### src/rtl/vec_pkg.sv
// package: constants, addresses and types of the interrupt vector resolver
// assumes a 20-bit address space and an 8-bit register port
package vec_pkg;
  // ==========================================================
  // widths and types
  localparam int ADDR_W = 20;
  localparam int RADDR_W = 10;
  typedef logic [ADDR_W-1:0] addr_t;
  typedef logic [RADDR_W-1:0] raddr_t;

  typedef enum logic [3:0] {
    VS_UND   = 4'h0,
    VS_OVF   = 4'h1,
    VS_BRK   = 4'h2,
    VS_ADDRM = 4'h3,
    VS_STEP  = 4'h4,
    VS_WDT   = 4'h5,
    VS_DBC   = 4'h6,
    VS_NMI   = 4'h7,
    VS_RST   = 4'h8,
    VS_SWINT = 4'h9
  } vec_src_e;

  // ==========================================================
  // fixed vector region
  localparam addr_t FIX_LO    = 20'hfffdc;
  localparam addr_t FIX_HI    = 20'hfffff;
  localparam addr_t FIX_UND   = 20'hfffdc;
  localparam addr_t FIX_OVF   = 20'hfffe0;
  localparam addr_t FIX_BRK   = 20'hfffe4;
  localparam addr_t FIX_ADDRM = 20'hfffe8;
  localparam addr_t FIX_STEP  = 20'hfffec;
  localparam addr_t FIX_WDT   = 20'hffff0;
  localparam addr_t FIX_DBC   = 20'hffff4;
  localparam addr_t FIX_NMI   = 20'hffff8;
  localparam addr_t FIX_RST   = 20'hffffc;

  // ==========================================================
  // vector entries and variable table
  localparam int          VEC_BYTES       = 4;
  localparam logic [1:0]  VEC_LAST_IDX    = 2'(VEC_BYTES - 1);
  localparam int          VAR_TABLE_BYTES = 256;
  localparam logic [31:0] BRK_EMPTY_ENTRY = 32'hffffffff;
  localparam logic [5:0]  SWI_BRK         = 6'h00;
  localparam logic [5:0]  SWI_HW_LO       = 6'h04;
  localparam logic [5:0]  SWI_HW_HI       = 6'h1f;
  localparam logic [31:0] HW_SLOT_MASK    = 32'hfffffff0;

  // ==========================================================
  // shared source slots
  localparam int SLOT_EXT3  = 4;
  localparam int SLOT_SIO4  = 8;
  localparam int SLOT_SIO3  = 9;
  localparam int SLOT_KEY   = 13;
  localparam int SLOT_U2TX  = 15;
  localparam int SLOT_U2RX  = 16;
  localparam int SLOT_EXT0  = 29;
  localparam int CAUSE_SIO4_BIT = 6;
  localparam int CAUSE_SIO3_BIT = 7;

  // ==========================================================
  // register offsets, fields and reset values
  localparam raddr_t REG_AM0      = 10'h010;
  localparam raddr_t REG_AM1      = 10'h011;
  localparam raddr_t REG_AM2      = 10'h012;
  localparam raddr_t REG_AM_EN    = 10'h013;
  localparam raddr_t REG_VB0      = 10'h014;
  localparam raddr_t REG_VB1      = 10'h015;
  localparam raddr_t REG_VB2      = 10'h016;
  localparam raddr_t REG_MODE     = 10'h017;
  localparam raddr_t REG_POL0     = 10'h018;
  localparam raddr_t REG_POL1     = 10'h019;
  localparam raddr_t REG_CAUSE    = 10'h35f;
  localparam raddr_t REG_ICR_BASE = 10'h040;
  localparam int     ICR_REQ_BIT  = 3;
  localparam logic [1:0] POL_FALL = 2'h0;
  localparam logic [1:0] POL_RISE = 2'h1;
  localparam logic [7:0] RST_BYTE = 8'h00;
  localparam logic [2:0] RST_LVL  = 3'h0;
endpackage

### src/rtl/interrupt_vector_resolver.sv
// module: interrupt vector resolver, request latching, arbitration, vector fetch
// assumes a cpu sequencer and an 8-bit vector memory port on mclk_in
//
// Notes on behaviour
// RULE1: address match enabled raises interrupt before instruction
// RULE2: match only on instruction first byte
// RULE3: peripherals share software numbers 4 to 31
// RULE4: peripheral sources gated by enable and priority
// RULE5: low key pin level requests key interrupt
// RULE6: edge pins fire on chosen edge polarity
// RULE7: fixed vectors sit in top region
// RULE8: every vector entry is four bytes
// RULE9: trap, overflow, break fixed addresses
// RULE10: address match, single step, debugger addresses
// RULE11: watchdog, nmi and reset fixed addresses
// RULE12: empty break vector redirects to table entry
// RULE13: variable table is 256 bytes at base
// RULE14: entry n sits at base plus 4n
// RULE15: numbers 0 and 32-63 never masked
// RULE16: slots 4 to 14 source order
// RULE17: slots 15 to 20 serial order
// RULE18: slots 21 to 31 timers then pins
// RULE19: cause bits 6,7 choose shared slots
// RULE20: i2c mode puts nack/ack in uart2 slots
// RULE21: accept needs enable, request, level above threshold
// RULE22: request set by source, cleared on accept
// RULE23: entry read little-endian, low byte first
`timescale 1ns/100ps
module interrupt_vector_resolver (
  input  wire logic              mclk_in,
  input  wire logic              srst_in,
  input  wire vec_pkg::raddr_t   reg_addr_in,
  input  wire logic [7:0]        reg_wdata_in,
  input  wire logic              reg_wr_in,
  input  wire logic              reg_rd_in,
  output logic [7:0]             reg_rdata_out,
  input  wire logic [31:0]       periph_evt_in,
  input  wire logic              uart2_nack_in,
  input  wire logic              uart2_ack_in,
  input  wire logic [5:0]        ext_edge_irq_in,
  input  wire logic              key_input_pin_n_in,
  input  wire logic              i_flag_in,
  input  wire logic [2:0]        processor_priority_threshold_in,
  input  wire logic              instr_start_in,
  input  wire vec_pkg::addr_t    instr_addr_in,
  output logic                   addr_match_req_out,
  output logic                   irq_pending_out,
  output logic [5:0]             irq_num_out,
  output logic [2:0]             irq_level_out,
  input  wire logic              vec_req_in,
  input  wire vec_pkg::vec_src_e vec_src_in,
  input  wire logic [5:0]        vec_num_in,
  input  wire logic              vec_hw_in,
  output logic                   mem_rd_out,
  output vec_pkg::addr_t         mem_addr_out,
  input  wire logic [7:0]        mem_rdata_in,
  input  wire logic              mem_ack_in,
  output logic                   vec_done_out,
  output vec_pkg::addr_t         handler_addr_out
);
  import vec_pkg::*;

  // ==========================================================
  // state and storage
  typedef enum logic [2:0] {
    ST_IDLE  = 3'h1,
    ST_FETCH = 3'h2,
    ST_CHECK = 3'h4
  } fetch_state_e;

  fetch_state_e state_ff;
  addr_t        am_addr_ff;
  logic         am_en_ff;
  addr_t        vb_ff;
  logic         i2c_ff;
  logic [11:0]  pol_ff;
  logic [1:0]   cause_ff;
  logic [31:0]  req_ff;
  logic [2:0]   lvl_ff [32];
  logic [7:0]   rdata_ff;
  logic         am_hit_ff;
  logic         pend_ff;
  logic [5:0]   pnum_ff;
  logic [2:0]   plvl_ff;
  logic         mem_rd_ff;
  addr_t        mem_addr_ff;
  logic [1:0]   idx_ff;
  logic [31:0]  entry_ff;
  logic         is_brk_ff;
  logic         done_ff;
  addr_t        handler_ff;

  // ==========================================================
  // pin synchronisers
  logic [6:0] pin_lvl;
  logic [6:0] pin_edge;
  wire  [6:0] pins = {key_input_pin_n_in, ext_edge_irq_in};
  wire  [13:0] pols = {2'h0, pol_ff};

  for (genvar p = 0; p < 7; p++) begin : g_pin
    pin_edge_sync u_sync (
      .mclk_in   (mclk_in),
      .srst_in   (srst_in),
      .pin_in    (pins[p]),
      .pol_in    (pols[2*p +: 2]),
      .level_out (pin_lvl[p]),
      .edge_out  (pin_edge[p])
    );
  end

  // ==========================================================
  // source to slot mapping
  logic [31:0] src_evt;
  always_comb begin
    src_evt = periph_evt_in & HW_SLOT_MASK;                          // RULE3
    src_evt[SLOT_EXT3] = pin_edge[3];                                 // RULE16
    src_evt[SLOT_SIO4] = cause_ff[0] ? pin_edge[5] : periph_evt_in[SLOT_SIO4]; // RULE19
    src_evt[SLOT_SIO3] = cause_ff[1] ? pin_edge[4] : periph_evt_in[SLOT_SIO3]; // RULE19
    src_evt[SLOT_KEY]  = !pin_lvl[6];                                 // RULE5
    src_evt[SLOT_U2TX] = i2c_ff ? uart2_nack_in : periph_evt_in[SLOT_U2TX]; // RULE20
    src_evt[SLOT_U2RX] = i2c_ff ? uart2_ack_in : periph_evt_in[SLOT_U2RX];  // RULE17
    src_evt[SLOT_EXT0 +: 3] = pin_edge[2:0];                          // RULE18
  end

  // ==========================================================
  // register decode
  function automatic logic is_icr(input raddr_t a);
    is_icr = a[RADDR_W-1:5] == REG_ICR_BASE[RADDR_W-1:5];
  endfunction

  wire       icr_wr  = reg_wr_in && is_icr(reg_addr_in);
  wire [4:0] icr_idx = reg_addr_in[4:0];
  wire [7:0] icr_rd  = {4'h0, req_ff[icr_idx], lvl_ff[icr_idx]};
  wire [7:0] rd_mux  =
    is_icr(reg_addr_in)       ? icr_rd :
    (reg_addr_in == REG_AM0)  ? am_addr_ff[7:0] :
    (reg_addr_in == REG_AM1)  ? am_addr_ff[15:8] :
    (reg_addr_in == REG_AM2)  ? {4'h0, am_addr_ff[19:16]} :
    (reg_addr_in == REG_AM_EN)? {7'h00, am_en_ff} :
    (reg_addr_in == REG_VB0)  ? vb_ff[7:0] :
    (reg_addr_in == REG_VB1)  ? vb_ff[15:8] :
    (reg_addr_in == REG_VB2)  ? {4'h0, vb_ff[19:16]} :
    (reg_addr_in == REG_MODE) ? {7'h00, i2c_ff} :
    (reg_addr_in == REG_POL0) ? pol_ff[7:0] :
    (reg_addr_in == REG_POL1) ? {4'h0, pol_ff[11:8]} :
    (reg_addr_in == REG_CAUSE)? {cause_ff, 6'h00} : 8'h00;

  always_ff @(posedge mclk_in) begin
    if (srst_in) begin
      am_addr_ff <= '0;
      am_en_ff   <= 1'b0;
      vb_ff      <= '0;
      i2c_ff     <= 1'b0;
      pol_ff     <= '0;
      cause_ff   <= 2'h0;
      rdata_ff   <= RST_BYTE;
    end else begin
      rdata_ff <= reg_rd_in ? rd_mux : RST_BYTE;
      if (reg_wr_in) begin
        case (reg_addr_in)
          REG_AM0:   am_addr_ff[7:0]   <= reg_wdata_in;
          REG_AM1:   am_addr_ff[15:8]  <= reg_wdata_in;
          REG_AM2:   am_addr_ff[19:16] <= reg_wdata_in[3:0];
          REG_AM_EN: am_en_ff          <= reg_wdata_in[0];
          REG_VB0:   vb_ff[7:0]        <= reg_wdata_in;
          REG_VB1:   vb_ff[15:8]       <= reg_wdata_in;
          REG_VB2:   vb_ff[19:16]      <= reg_wdata_in[3:0];
          REG_MODE:  i2c_ff            <= reg_wdata_in[0];
          REG_POL0:  pol_ff[7:0]       <= reg_wdata_in;
          REG_POL1:  pol_ff[11:8]      <= reg_wdata_in[3:0];
          REG_CAUSE: cause_ff <= {reg_wdata_in[CAUSE_SIO3_BIT], reg_wdata_in[CAUSE_SIO4_BIT]};
          default:   ;
        endcase
      end
    end
  end

  // ==========================================================
  // request bits and levels
  wire take = (state_ff == ST_IDLE) && vec_req_in;
  wire hw_accept = take && vec_hw_in && (vec_src_in == VS_SWINT);
  logic [31:0] nxt_req;

  for (genvar g = 0; g < 32; g++) begin : g_req
    wire sw_clr  = icr_wr && (icr_idx == 5'(g)) && !reg_wdata_in[ICR_REQ_BIT];
    wire acc_clr = hw_accept && (vec_num_in == 6'(g));
    // a source event in the clearing cycle wins
    assign nxt_req[g] = HW_SLOT_MASK[g] &&
                        (src_evt[g] || (req_ff[g] && !sw_clr && !acc_clr)); // RULE22

    always_ff @(posedge mclk_in) begin
      if (srst_in) lvl_ff[g] <= RST_LVL;
      else if (icr_wr && (icr_idx == 5'(g))) lvl_ff[g] <= reg_wdata_in[2:0];
    end
  end

  // ==========================================================
  // arbitration: highest level, lowest number on a tie
  logic       found;
  logic [5:0] best_num;
  logic [2:0] best_lvl;
  always_comb begin
    found    = 1'b0;
    best_num = SWI_HW_LO;
    best_lvl = processor_priority_threshold_in;
    // only slots 4..31 compete; 0 and 32..63 are not gated here
    for (int i = 4; i < 32; i++) begin                                // RULE15
      if (req_ff[i] && (lvl_ff[i] > best_lvl)) begin                  // RULE21
        found    = 1'b1;
        best_num = 6'(i);
        best_lvl = lvl_ff[i];
      end
    end
  end

  always_ff @(posedge mclk_in) begin
    if (srst_in) begin
      req_ff    <= '0;
      pend_ff   <= 1'b0;
      pnum_ff   <= SWI_BRK;
      plvl_ff   <= RST_LVL;
      am_hit_ff <= 1'b0;
    end else begin
      req_ff    <= nxt_req;
      pend_ff   <= found && i_flag_in;                                 // RULE4
      pnum_ff   <= best_num;
      plvl_ff   <= best_lvl;
      // instr_start_in marks only an instruction's first byte
      am_hit_ff <= instr_start_in && am_en_ff && (instr_addr_in == am_addr_ff); // RULE1 RULE2
    end
  end

  // ==========================================================
  // vector address
  function automatic addr_t fixed_vec(input vec_src_e s);
    case (s)                                                          // RULE7
      VS_UND:   fixed_vec = FIX_UND;                                  // RULE9
      VS_OVF:   fixed_vec = FIX_OVF;
      VS_BRK:   fixed_vec = FIX_BRK;
      VS_ADDRM: fixed_vec = FIX_ADDRM;                                // RULE10
      VS_STEP:  fixed_vec = FIX_STEP;
      VS_DBC:   fixed_vec = FIX_DBC;
      VS_WDT:   fixed_vec = FIX_WDT;                                  // RULE11
      VS_NMI:   fixed_vec = FIX_NMI;
      default:  fixed_vec = FIX_RST;
    endcase
  endfunction

  // 8-bit offset keeps the entry inside the 256-byte table
  wire [7:0] var_off  = {vec_num_in, 2'b00};                          // RULE14
  wire addr_t var_vec = vb_ff + {12'h000, var_off};                   // RULE13
  wire addr_t start   = (vec_src_in == VS_SWINT) ? var_vec : fixed_vec(vec_src_in);
  wire brk_empty      = is_brk_ff && (entry_ff == BRK_EMPTY_ENTRY);

  // ==========================================================
  // vector fetch
  always_ff @(posedge mclk_in) begin
    if (srst_in) begin
      state_ff    <= ST_IDLE;
      mem_rd_ff   <= 1'b0;
      mem_addr_ff <= '0;
      idx_ff      <= 2'h0;
      entry_ff    <= '0;
      is_brk_ff   <= 1'b0;
      done_ff     <= 1'b0;
      handler_ff  <= '0;
    end else begin
      done_ff <= 1'b0;
      case (state_ff)
        ST_IDLE: begin
          if (vec_req_in) begin
            mem_addr_ff <= start;
            mem_rd_ff   <= 1'b1;
            idx_ff      <= 2'h0;
            is_brk_ff   <= vec_src_in == VS_BRK;
            state_ff    <= ST_FETCH;
          end
        end
        ST_FETCH: begin
          if (mem_ack_in) begin
            entry_ff <= {mem_rdata_in, entry_ff[31:8]};               // RULE23
            if (idx_ff == VEC_LAST_IDX) begin                         // RULE8
              mem_rd_ff <= 1'b0;
              state_ff  <= ST_CHECK;
            end else begin
              idx_ff      <= idx_ff + 2'h1;
              mem_addr_ff <= mem_addr_ff + 20'h00001;
            end
          end
        end
        ST_CHECK: begin
          if (brk_empty) begin                                        // RULE12
            mem_addr_ff <= vb_ff;
            mem_rd_ff   <= 1'b1;
            idx_ff      <= 2'h0;
            is_brk_ff   <= 1'b0;
            state_ff    <= ST_FETCH;
          end else begin
            handler_ff <= entry_ff[ADDR_W-1:0];
            done_ff    <= 1'b1;
            state_ff   <= ST_IDLE;
          end
        end
        default: state_ff <= ST_IDLE;
      endcase
    end
  end

  assign reg_rdata_out      = rdata_ff;
  assign addr_match_req_out = am_hit_ff;
  assign irq_pending_out    = pend_ff;
  assign irq_num_out        = pnum_ff;
  assign irq_level_out      = plvl_ff;
  assign mem_rd_out         = mem_rd_ff;
  assign mem_addr_out       = mem_addr_ff;
  assign vec_done_out       = done_ff;
  assign handler_addr_out   = handler_ff;
endmodule // interrupt_vector_resolver

### src/rtl/pin_edge_sync.sv
// module: three-stage pin synchroniser with polarity-selected edge pulse
// assumes pin_in is asynchronous to mclk_in
`timescale 1ns/100ps
module pin_edge_sync (
  input  wire logic       mclk_in,
  input  wire logic       srst_in,
  input  wire logic       pin_in,
  input  wire logic [1:0] pol_in,
  output logic            level_out,
  output logic            edge_out
);
  import vec_pkg::*;

  logic [2:0] sync_ff;
  logic       lvl_ff;
  logic       edge_ff;
  wire        stable   = sync_ff[1] == sync_ff[2];
  wire        rise     = stable && sync_ff[2] && !lvl_ff;
  wire        fall     = stable && !sync_ff[2] && lvl_ff;
  // rising, falling or both edges by polarity select
  wire        nxt_edge = (pol_in == POL_RISE) ? rise :   // RULE6
                         (pol_in == POL_FALL) ? fall : (rise || fall);

  always_ff @(posedge mclk_in) begin
    if (srst_in) begin
      sync_ff <= 3'h7;
      lvl_ff  <= 1'b1;
      edge_ff <= 1'b0;
    end else begin
      sync_ff <= {sync_ff[1:0], pin_in};
      if (stable) lvl_ff <= sync_ff[2];
      edge_ff <= nxt_edge;
    end
  end

  assign level_out = lvl_ff;
  assign edge_out  = edge_ff;
endmodule // pin_edge_sync

### config.mk
export PLATFORM = sky130hd
export DESIGN_NAME = interrupt_vector_resolver
export DESIGN_NICKNAME = d
export VERILOG_FILES = /design/src/rtl/vec_pkg.sv /design/src/rtl/interrupt_vector_resolver.sv /design/src/rtl/pin_edge_sync.sv
export SDC_FILE = /design/constraint.sdc
export NUM_CORES = 1
export LEC_CHECK = 0
export BUFFER_PORTS_ARGS = -buffer_cell sky130_fd_sc_hd__clkbuf_2
export CORE_MARGIN = 3
export CORE_UTILIZATION = 40
export DETAILED_ROUTE_END_ITERATION = 10
export SLEW_MARGIN = 30
export SYNTH_ARGS = -nofsm -noshare
export SYNTH_HDL_FRONTEND = slang
export SYNTH_HIERARCHICAL = 1
export SYNTH_SLANG_ARGS = --single-unit
### constraint.sdc
create_clock -name mclk_in -period 33.1 [get_ports mclk_in]
set_clock_uncertainty 0.05 [all_clocks]
set_input_delay 1.655 -clock mclk_in [delete_from_list [all_inputs] [get_ports mclk_in]]
set_output_delay 1.655 -clock mclk_in [all_outputs]
set_load 0.02 [all_outputs]
==> flow_summary.yaml, run 1 <==
outcome:
  status: "completed"
worst_setup_path:
  required_ns: 33.49
  cp_common_cell: "ha_4"
  rrSetupSlack_ns: 1.20
  cp_slowest_cell: "or3b_4"
  crit_path_end_kind: "register"
  arrival_ns: 33.02
  reg2reg_to: "irq_level_out[1]"
  rr_worst_depth: 183
  worstSetupPathType: "input port to register"
  start_kind: "input port"
  worstPathMaxFanout: 8
  r2r_start: "lvl_ff[4][1]"
  cpPeakStageDelay_ns: 0.38
route:
  wirelength_um: 60280
  via_per_inst: 5.822
  avgRoutedWirePerCell_um: 19.90
  ant_nets: 0
  drc: 0
  first_iter_violations: 1633
  firstDrtPassIters: 6
  vias: 17636
cells_and_area:
  area_delta_synth_final_pct: 24.02
  final_area_um2: 22940
  drive_above_1_share: 0.2530
  fin_nets: 2568
  final_common_cell: "nand2_1"
  final_cell_mix: "266 x nand2_1, 246 x nor2_1, 216 x dfxtp_1"
grt:
  grt_pass1_vias: 16523
  grt_max_degree: 92
  overflow: 0
  grt_pass1_wl_um: 92670
  grt.total_usage: 0.2330
  antenna_found_initial: 3
floorplan:
  std_cell_rows: 78
  initial_core_util: 0.4067
  core_um2: 45480
  die_w_um: 221.0
  dieArea_um2: 48850
  io_pins: 170
  die_h_um: 221.0
yosys:
  syn_inst: 2144
  synth_area_per_cell_um2: 8.627
  yosys_warnings: 6
  syn-num-nets: 2312
  netlist_area_um2: 18500
power_and_ir_drop:
  irDropWorstVdd_mv: 0.03656
  p_total_mw: 1.274
  p_leak_nw: 9.084
  power_density_nw_per_um2: 55.53
timing:
  max-slew-margin-rel: 0.3375
  worst_pin_slew_ns: 0.9901
  period_needed_ns: 32.63
  setup_ws_ns: 0.4745
  grt_setup_unrepaired: "yes"
  slew_violations: 0
  finalSetupViolCount: 0
  max_freq_ghz: 0.03065
  fin_crit_sh: 0.9857
  finalHoldViolations: 0
clocking:
  clk_pin_slew_worst_paths_ns: 0.06
  htreeDepth: 2
  postCtsHoldBufs: 0
  cts_tree: "built"
  cts_buffer_depth: 3
  cts_sinks: 312
  cts.root.buffer_cell: "clkbuf_16"
  clk_latency_ns: 0.54
  cts_buffers: 35
min_path:
  hold-path-cell-count: 1
  hold_class: "register to register"
  whs_endpoint: "g_pin[4].u_sync/sync_ff[1]"
  hp-start: "g_pin[4].u_sync/sync_ff[0]"
placement:
  dpl_cell_area_um2: 20490
  place.gp.congestion: 0.9178
  io_buffers: 159
  dpl_worst_slack_ns: -1.791
  hpwl_um: 43840
flow_run:
  maxCapViolCount: 0
-- cell type report --
cell class                 count  area, um2
tap                          600      750.7
timing repair buffer         319       2048
sequential                   312       7207
inverter                      97      366.6
antenna                        2      5.005
clock inverter                21      284.0
multi-input combinational   1635      11320
clock buffer                  43      957.2
fill                        4357      22540
-- worst max-delay path by stage --
stage / start / cells after the start / slack, ns / endpoint
3_3_place_gp: processor_priority_threshold_in[2] / 182 / -1.16 / irq_pending_out
3_5_place_dp: processor_priority_threshold_in[2] / 184 / -1.79 / irq_pending_out
2_1_floorplan: processor_priority_threshold_in[2] / 181 / 0.002 / irq_pending_out
5_1_grt: processor_priority_threshold_in[1] / 189 / -1.46 / irq_pending_out
6_report: processor_priority_threshold_in[1] / 185 / 0.47 / irq_level_out[1]
4_1_cts: processor_priority_threshold_in[2] / 183 / -0.99 / irq_pending_out
-- sequential cells by signal (all words and copies together), names as in the netlist, 7 cells and up --
signal                  cells
am_addr_ff                 20
entry_ff                   32
g_pin.u_sync/level_out      7
g_pin.u_sync/sync_ff       21
handler_addr_out           20
lvl_ff                     96
mem_addr_out               20
pol_ff                     12
reg_rdata_out               8
req_ff                     28
vb_ff                      20
-- power by group --
group / internal (mW) / total [mW] / leakage [nW] / switching [mW]
Combinational: 0.200 / 0.411 / 5.81 / 0.210
Clock: 0.255 / 0.419 / 0.604 / 0.164
Sequential: 0.417 / 0.444 / 2.67 / 0.0272
Total: 0.872 / 1.27 / 9.08 / 0.402
-- per-stage QoR --
step           instances  setup TNS [ns]  hold WS (ns)  utilization
2_1_floorplan       2144               0        0.3354            -
3_3_place_gp        2900          -7.816        0.3420       0.4504
3_5_place_dp        2900          -13.35        0.3416       0.4505
4_1_cts             3003          -7.036        0.3601       0.4856
5_1_grt             3029          -12.50        0.3621       0.5044
6_report            3029               0        0.3539       0.5044
-- routing by layer --
| metal | routed length [um] | vias up | part of all wire | track usage |
|---|---|---|---|---|
| met5 | 7 | - | 0.00012 | 0 |
| met4 | 2101 | 2 | 0.035 | 0.08060 |
| met3 | 4213 | 123 | 0.070 | 0.03131 |
| met2 | 28550 | 671 | 0.47 | 0.3833 |
| met1 | 25400 | 8493 | 0.42 | 0.3164 |
| li1 | - | 8347 | - | - |
-- worst max-delay path: cells and delay by family --
family	cells	cell delay, ns
and+or+nand+nor	65	7.49
adders and majority gates	33	8.91
muxes	8	2.44
buffers and inverters	9	0.85
AOI/OAI and AO/OA	70	11.64
-- timing repair --
item / in CTS / in global routing
pin swaps: 13 / 143
resized for setup: 16 / 136
buffers inserted: 39 / 24
setup endpoints to repair: 9 / 9
hold endpoints to repair: 0 / 0
No activity file was read; power rests on OpenSTA's default activity.
==> inputs of run 2 (changes only) <==
==> constraint.sdc (replaced) <==
create_clock -name mclk_in -period 33.1 [get_ports mclk_in]
set_clock_uncertainty 0.05 [all_clocks]
set_input_delay 4.965 -clock mclk_in [delete_from_list [all_inputs] [get_ports mclk_in]]
set_output_delay 4.965 -clock mclk_in [all_outputs]
set_load 0.02 [all_outputs]
==> flow_summary.yaml, run 2 (synthesis results as in run 1) <==
timing:
  finalHoldViolations: 0
  worst_pin_slew_ns: 0.9606
  max_freq_ghz: 0.02789
  finalSetupViolCount: 9
  setup_ws_ns: -2.751
  slew_violations: 0
  max-slew-margin-rel: 0.3573
  grt_setup_unrepaired: "yes"
  period_needed_ns: 35.85
  fin_crit_sh: 1.083
  tns_ns: -23.68
route:
  via_per_inst: 5.762
  avgRoutedWirePerCell_um: 19.52
  first_iter_violations: 1393
  firstDrtPassIters: 6
  wirelength_um: 59700
  ant_nets: 0
  vias: 17621
  drc: 0
clocking:
  cts_buffers: 35
  htreeDepth: 2
  cts.root.buffer_cell: "clkbuf_16"
  cts_sinks: 312
  cts_buffer_depth: 3
  clk_latency_ns: 0.55
  cts_tree: "built"
  clk_pin_slew_worst_paths_ns: 0.06
  postCtsHoldBufs: 0
placement:
  placedCellCount: 2903
  io_buffers: 159
  place.gp.congestion: 0.8951
  hpwl_um: 44060
worst_setup_path:
  cpPeakStageDelay_ns: 0.38
  rrSetupSlack_ns: 1.21
  rr_worst_depth: 187
  arrival_ns: 36.19
  start_kind: "input port"
  reg2reg_to: "irq_num_out[3]"
  worstPathMaxFanout: 4
  cp_common_cell: "ha_4"
  crit_path_end_kind: "register"
  required_ns: 33.44
  worstSetupPathType: "input port to register"
  r2r_start: "lvl_ff[4][2]"
  cp_slowest_cell: "or3b_4"
floorplan:
  dieArea_um2: 48850
  die_h_um: 221.0
  core_um2: 45480
  std_cell_rows: 78
  io_pins: 170
  die_w_um: 221.0
  initial_core_util: 0.4067
power_and_ir_drop:
  irDropWorstVdd_mv: 0.04225
  p_leak_nw: 9.181
  power_density_nw_per_um2: 54.21
min_path:
  hold_class: "register to register"
  hp-start: "g_pin[6].u_sync/sync_ff[0]"
  hold-path-cell-count: 1
  whs_endpoint: "g_pin[6].u_sync/sync_ff[1]"
outcome:
  failed_checks: "setup timing"
  status: "complete, but fails checks"
cells_and_area:
  postLayoutCoreUtil: 0.5072
  final_common_cell: "nand2_1"
  fin_nets: 2597
  instances_no_fill: 3058
  largest_reg_flops: 96
  top_register: "lvl_ff"
  drive_above_1_share: 0.2611
  top_regs: "lvl_ff x96, entry_ff x32, req_ff x28"
  final_cell_mix: "270 x nand2_1, 247 x nor2_1, 216 x dfxtp_1"
  area_delta_synth_final_pct: 24.73
flow_run:
  maxCapViolCount: 0
grt:
  grt_pass1_wl_um: 92760
  grt_max_degree: 97
  overflow: 0
  antenna_found_initial: 3
  grt.total_usage: 0.2339
  grt_pass1_vias: 16787
==> run 2: cell count changes in the layout (fill, tap and decap cells not counted), moves of 4 or more <==
cell / previous run / this run
buf_4: 155 / 184
nand2_2: 11 / 6
nor2_2: 14 / 19
nor2_4: 14 / 8
nand2_1: 266 / 270
==> run 2: metal layers <==
| metal | global-route usage | wire, um | vias up |
|---|---|---|---|
| met4 | 0.08621 | 2190 | 2 |
| met5 | 0 | 13 | - |
| met2 | 0.3899 | 28220 | 625 |
| li1 | - | - | 8390 |
| met1 | 0.3124 | 25450 | 8492 |
| met3 | 0.02932 | 3823 | 112 |
==> run 2: worst max-delay path by stage <==
stage	from	to	slack [ns]	cells after the start
3_5_place_dp	processor_priority_threshold_in[2]	irq_num_out[3]	-3.69	180
5_1_grt	processor_priority_threshold_in[1]	irq_num_out[3]	-4.52	188
6_report	processor_priority_threshold_in[1]	irq_num_out[3]	-2.75	189
2_1_floorplan	processor_priority_threshold_in[2]	irq_num_out[3]	-2.18	181
3_3_place_gp	processor_priority_threshold_in[2]	irq_num_out[3]	-3.21	182
4_1_cts	processor_priority_threshold_in[2]	irq_pending_out	-2.79	182
==> run 2: cell type report <==
cell class	instances	area, um2
Antenna cell	3	7.507
Clock buffer	44	949.7
Clock inverter	19	197.7
Fill cell	4336	22410
Inverter	97	379.1
Multi-Input combinational cell	1635	11320
Sequential cell	312	7207
Tap cell	600	750.7
Timing Repair Buffer	348	2257
==> run 2: repair_timing <==
item                       in CTS  in global routing
resized for setup              24                 54
pin swaps                      80                 95
setup buffers                  75                 15
setup endpoints to repair       9                  9
==> run 2: stage by stage <==
stage               hold WS (ns)  power [mW]  cell area, um2  setup WS (ns)
global route              0.3709       1.314           23070         -4.517
floorplan                 0.3354      0.6772           18890         -2.181
global placement          0.3385      0.7901           20810         -3.211
finish                    0.3585       1.251           23070         -2.751
detailed placement        0.3480      0.7963           20820         -3.690
CTS                       0.3641       1.228           22650         -2.785
==> run 2: where the power goes <==
| part | switching (mW) | internal [mW] |
|---|---|---|
| logic | 0.210 | 0.209 |
| clock network | 0.159 | 0.228 |
| registers | 0.0275 | 0.417 |
| total | 0.396 | 0.855 |
==> run 2: worst max-delay path, delay by kind of cell <==
kind / cells / cell delay (ns)
AO/OA/AOI/OAI: 72 / 11.38
adder cells (fa/ha/maj): 34 / 9.06
buffers and inverters: 11 / 1.06
multiplexers: 8 / 2.50
AND/OR/NAND/NOR: 64 / 7.16
==> inputs of run 3 (changes only) <==
--- a/config.mk
+++ b/config.mk
@@ -14,3 +14,4 @@
 export SYNTH_HDL_FRONTEND = slang
 export SYNTH_HIERARCHICAL = 1
 export SYNTH_SLANG_ARGS = --single-unit
+export TNS_END_PERCENT = 5
==> flow_summary.yaml, run 3 (synthesis results as in run 1) <==
cells_and_area:
  fin_nets: 2539
  fillers: 4310
  final_common_cell: "nand2_1"
  instances_no_fill: 2999
  drive_above_1_share: 0.2398
  top_register: "lvl_ff"
  largest_reg_flops: 96
  area_delta_synth_final_pct: 22.14
  top_regs: "lvl_ff x96, entry_ff x32, req_ff x28"
  final_cell_mix: "266 x nand2_1, 247 x nor2_1, 216 x dfxtp_1"
timing:
  whs_ns: 0.3579
  finalSetupViolCount: 9
  setup_ws_ns: -3.219
  finalHoldViolations: 0
  slew_violations: 0
  max_freq_ghz: 0.02753
  period_needed_ns: 36.32
  max-slew-margin-rel: 0.4043
  tns_ns: -27.05
  worst_pin_slew_ns: 0.8936
  fin_crit_sh: 1.097
  grt_setup_unrepaired: "yes"
flow_run:
  maxCapViolCount: 0
outcome:
  failed_checks: "setup timing"
  status: "complete, but fails checks"
floorplan:
  die_h_um: 221.0
  dieArea_um2: 48850
  io_pins: 170
  core_um2: 45480
  die_w_um: 221.0
  initial_core_util: 0.4067
  std_cell_rows: 78
worst_setup_path:
  cpPeakStageDelay_ns: 0.42
  cp_slowest_cell: "o41ai_4"
  crit_path_end_kind: "register"
  rr_worst_depth: 178
  worstPathMaxFanout: 4
  arrival_ns: 36.64
  required_ns: 33.42
  start_kind: "input port"
  worstSetupPathType: "input port to register"
  rrSetupSlack_ns: 0.78
placement:
  io_buffers: 159
  placedCellCount: 2902
  place.gp.congestion: 0.9231
  hpwl_um: 44170
clocking:
  cts_sinks: 312
  cts.root.buffer_cell: "clkbuf_16"
  clk_pin_slew_worst_paths_ns: 0.05
  cts_buffers: 36
  cts_tree: "built"
  clk_latency_ns: 0.55
  cts_buffer_depth: 3
  htreeDepth: 2
grt:
  grt_pass1_vias: 16388
  grt.total_usage: 0.2323
  antenna_found_initial: 1
  grt_pass1_wl_um: 91740
  overflow: 0
  grt_max_degree: 90
route:
  ant_nets: 0
  via_per_inst: 5.845
  drc: 0
  avgRoutedWirePerCell_um: 19.96
  wirelength_um: 59860
  vias: 17530
  firstDrtPassIters: 8
  first_iter_violations: 1645
power_and_ir_drop:
  p_leak_nw: 8.926
  power_density_nw_per_um2: 54.81
  irDropWorstVdd_mv: 0.04297
min_path:
  hold-path-cell-count: 1
  hold_class: "register to register"
-- run 3: cell types whose count changed in the layout (fill, tap and decap cells not counted), sizes merged --
cell,before,now
clkinv,14,13
inv,98,99
clkbuf,202,204
diode,3,1
clkinvlp,1,0
buf,190,132
-- run 3: path summary, 6_finish.rpt --
kind,startpoint,to
worst max-delay path,processor_priority_threshold_in[1],irq_pending_out
worst min register to register,g_pin[4].u_sync/sync_ff[0],g_pin[4].u_sync/sync_ff[1]
worst max register to register,lvl_ff[4][1],irq_pending_out
worst min-delay path,g_pin[4].u_sync/sync_ff[0],g_pin[4].u_sync/sync_ff[1]
-- run 3: routing by layer --
layer | vias to the layer above | routed length (um) | GRT usage
li1 | 8262 | - | -
met1 | 8413 | 25360 | 0.3146
met2 | 731 | 27930 | 0.3777
met3 | 124 | 4297 | 0.03449
met4 | 0 | 2265 | 0.08662
met5 | - | 0 | 0
-- run 3: power breakdown --
part | total [mW] | switching, mW | internal (mW)
Sequential | 0.444 | 0.0274 | 0.417
Clock | 0.401 | 0.164 | 0.238
Combinational | 0.393 | 0.204 | 0.188
-- run 3: repair_timing --
action | 4_1_cts | 5_1_grt
setup buffers | 1 | 31
setup endpoints to repair | 9 | 9
pin swaps | 0 | 138
endpoints found under the hold margin | 0 | 0
gates resized for setup | 6 | 131
hold buffers | 0 | 0
-- run 3: area by class of cell --
class,instances,area (um2),area share
well taps,600,750.7,0.03323
inverters,97,366.6,0.01623
flip-flops and latches,312,7207,0.3190
multi-input cells,1635,11290,0.4997
clock inverters,18,180.2,0.007976
clock buffers,47,1002,0.04437
diodes,1,2.502,0.0001108
repair buffers,289,1792,0.07932
-- run 3: critical path: cells and delay by family --
family	cells	cell delay, ns
AOI/OAI and AO/OA	71	12.19
adders and majority gates	33	9.11
and+or+nand+nor	61	6.89
muxes	9	2.80
buffers and inverters	6	0.58
-- run 3: metrics by stage --
step                  util  worst slack, ns  cell area (um2)  power [mW]
global placement    0.4509           -4.307            20510      0.7648
detailed placement  0.4511           -4.911            20520      0.7709
floorplan                -           -3.218            18590      0.6552
finish              0.4967           -3.219            22590       1.238
global route        0.4967           -5.187            22590       1.297
CTS                 0.4778           -4.270            21730       1.173
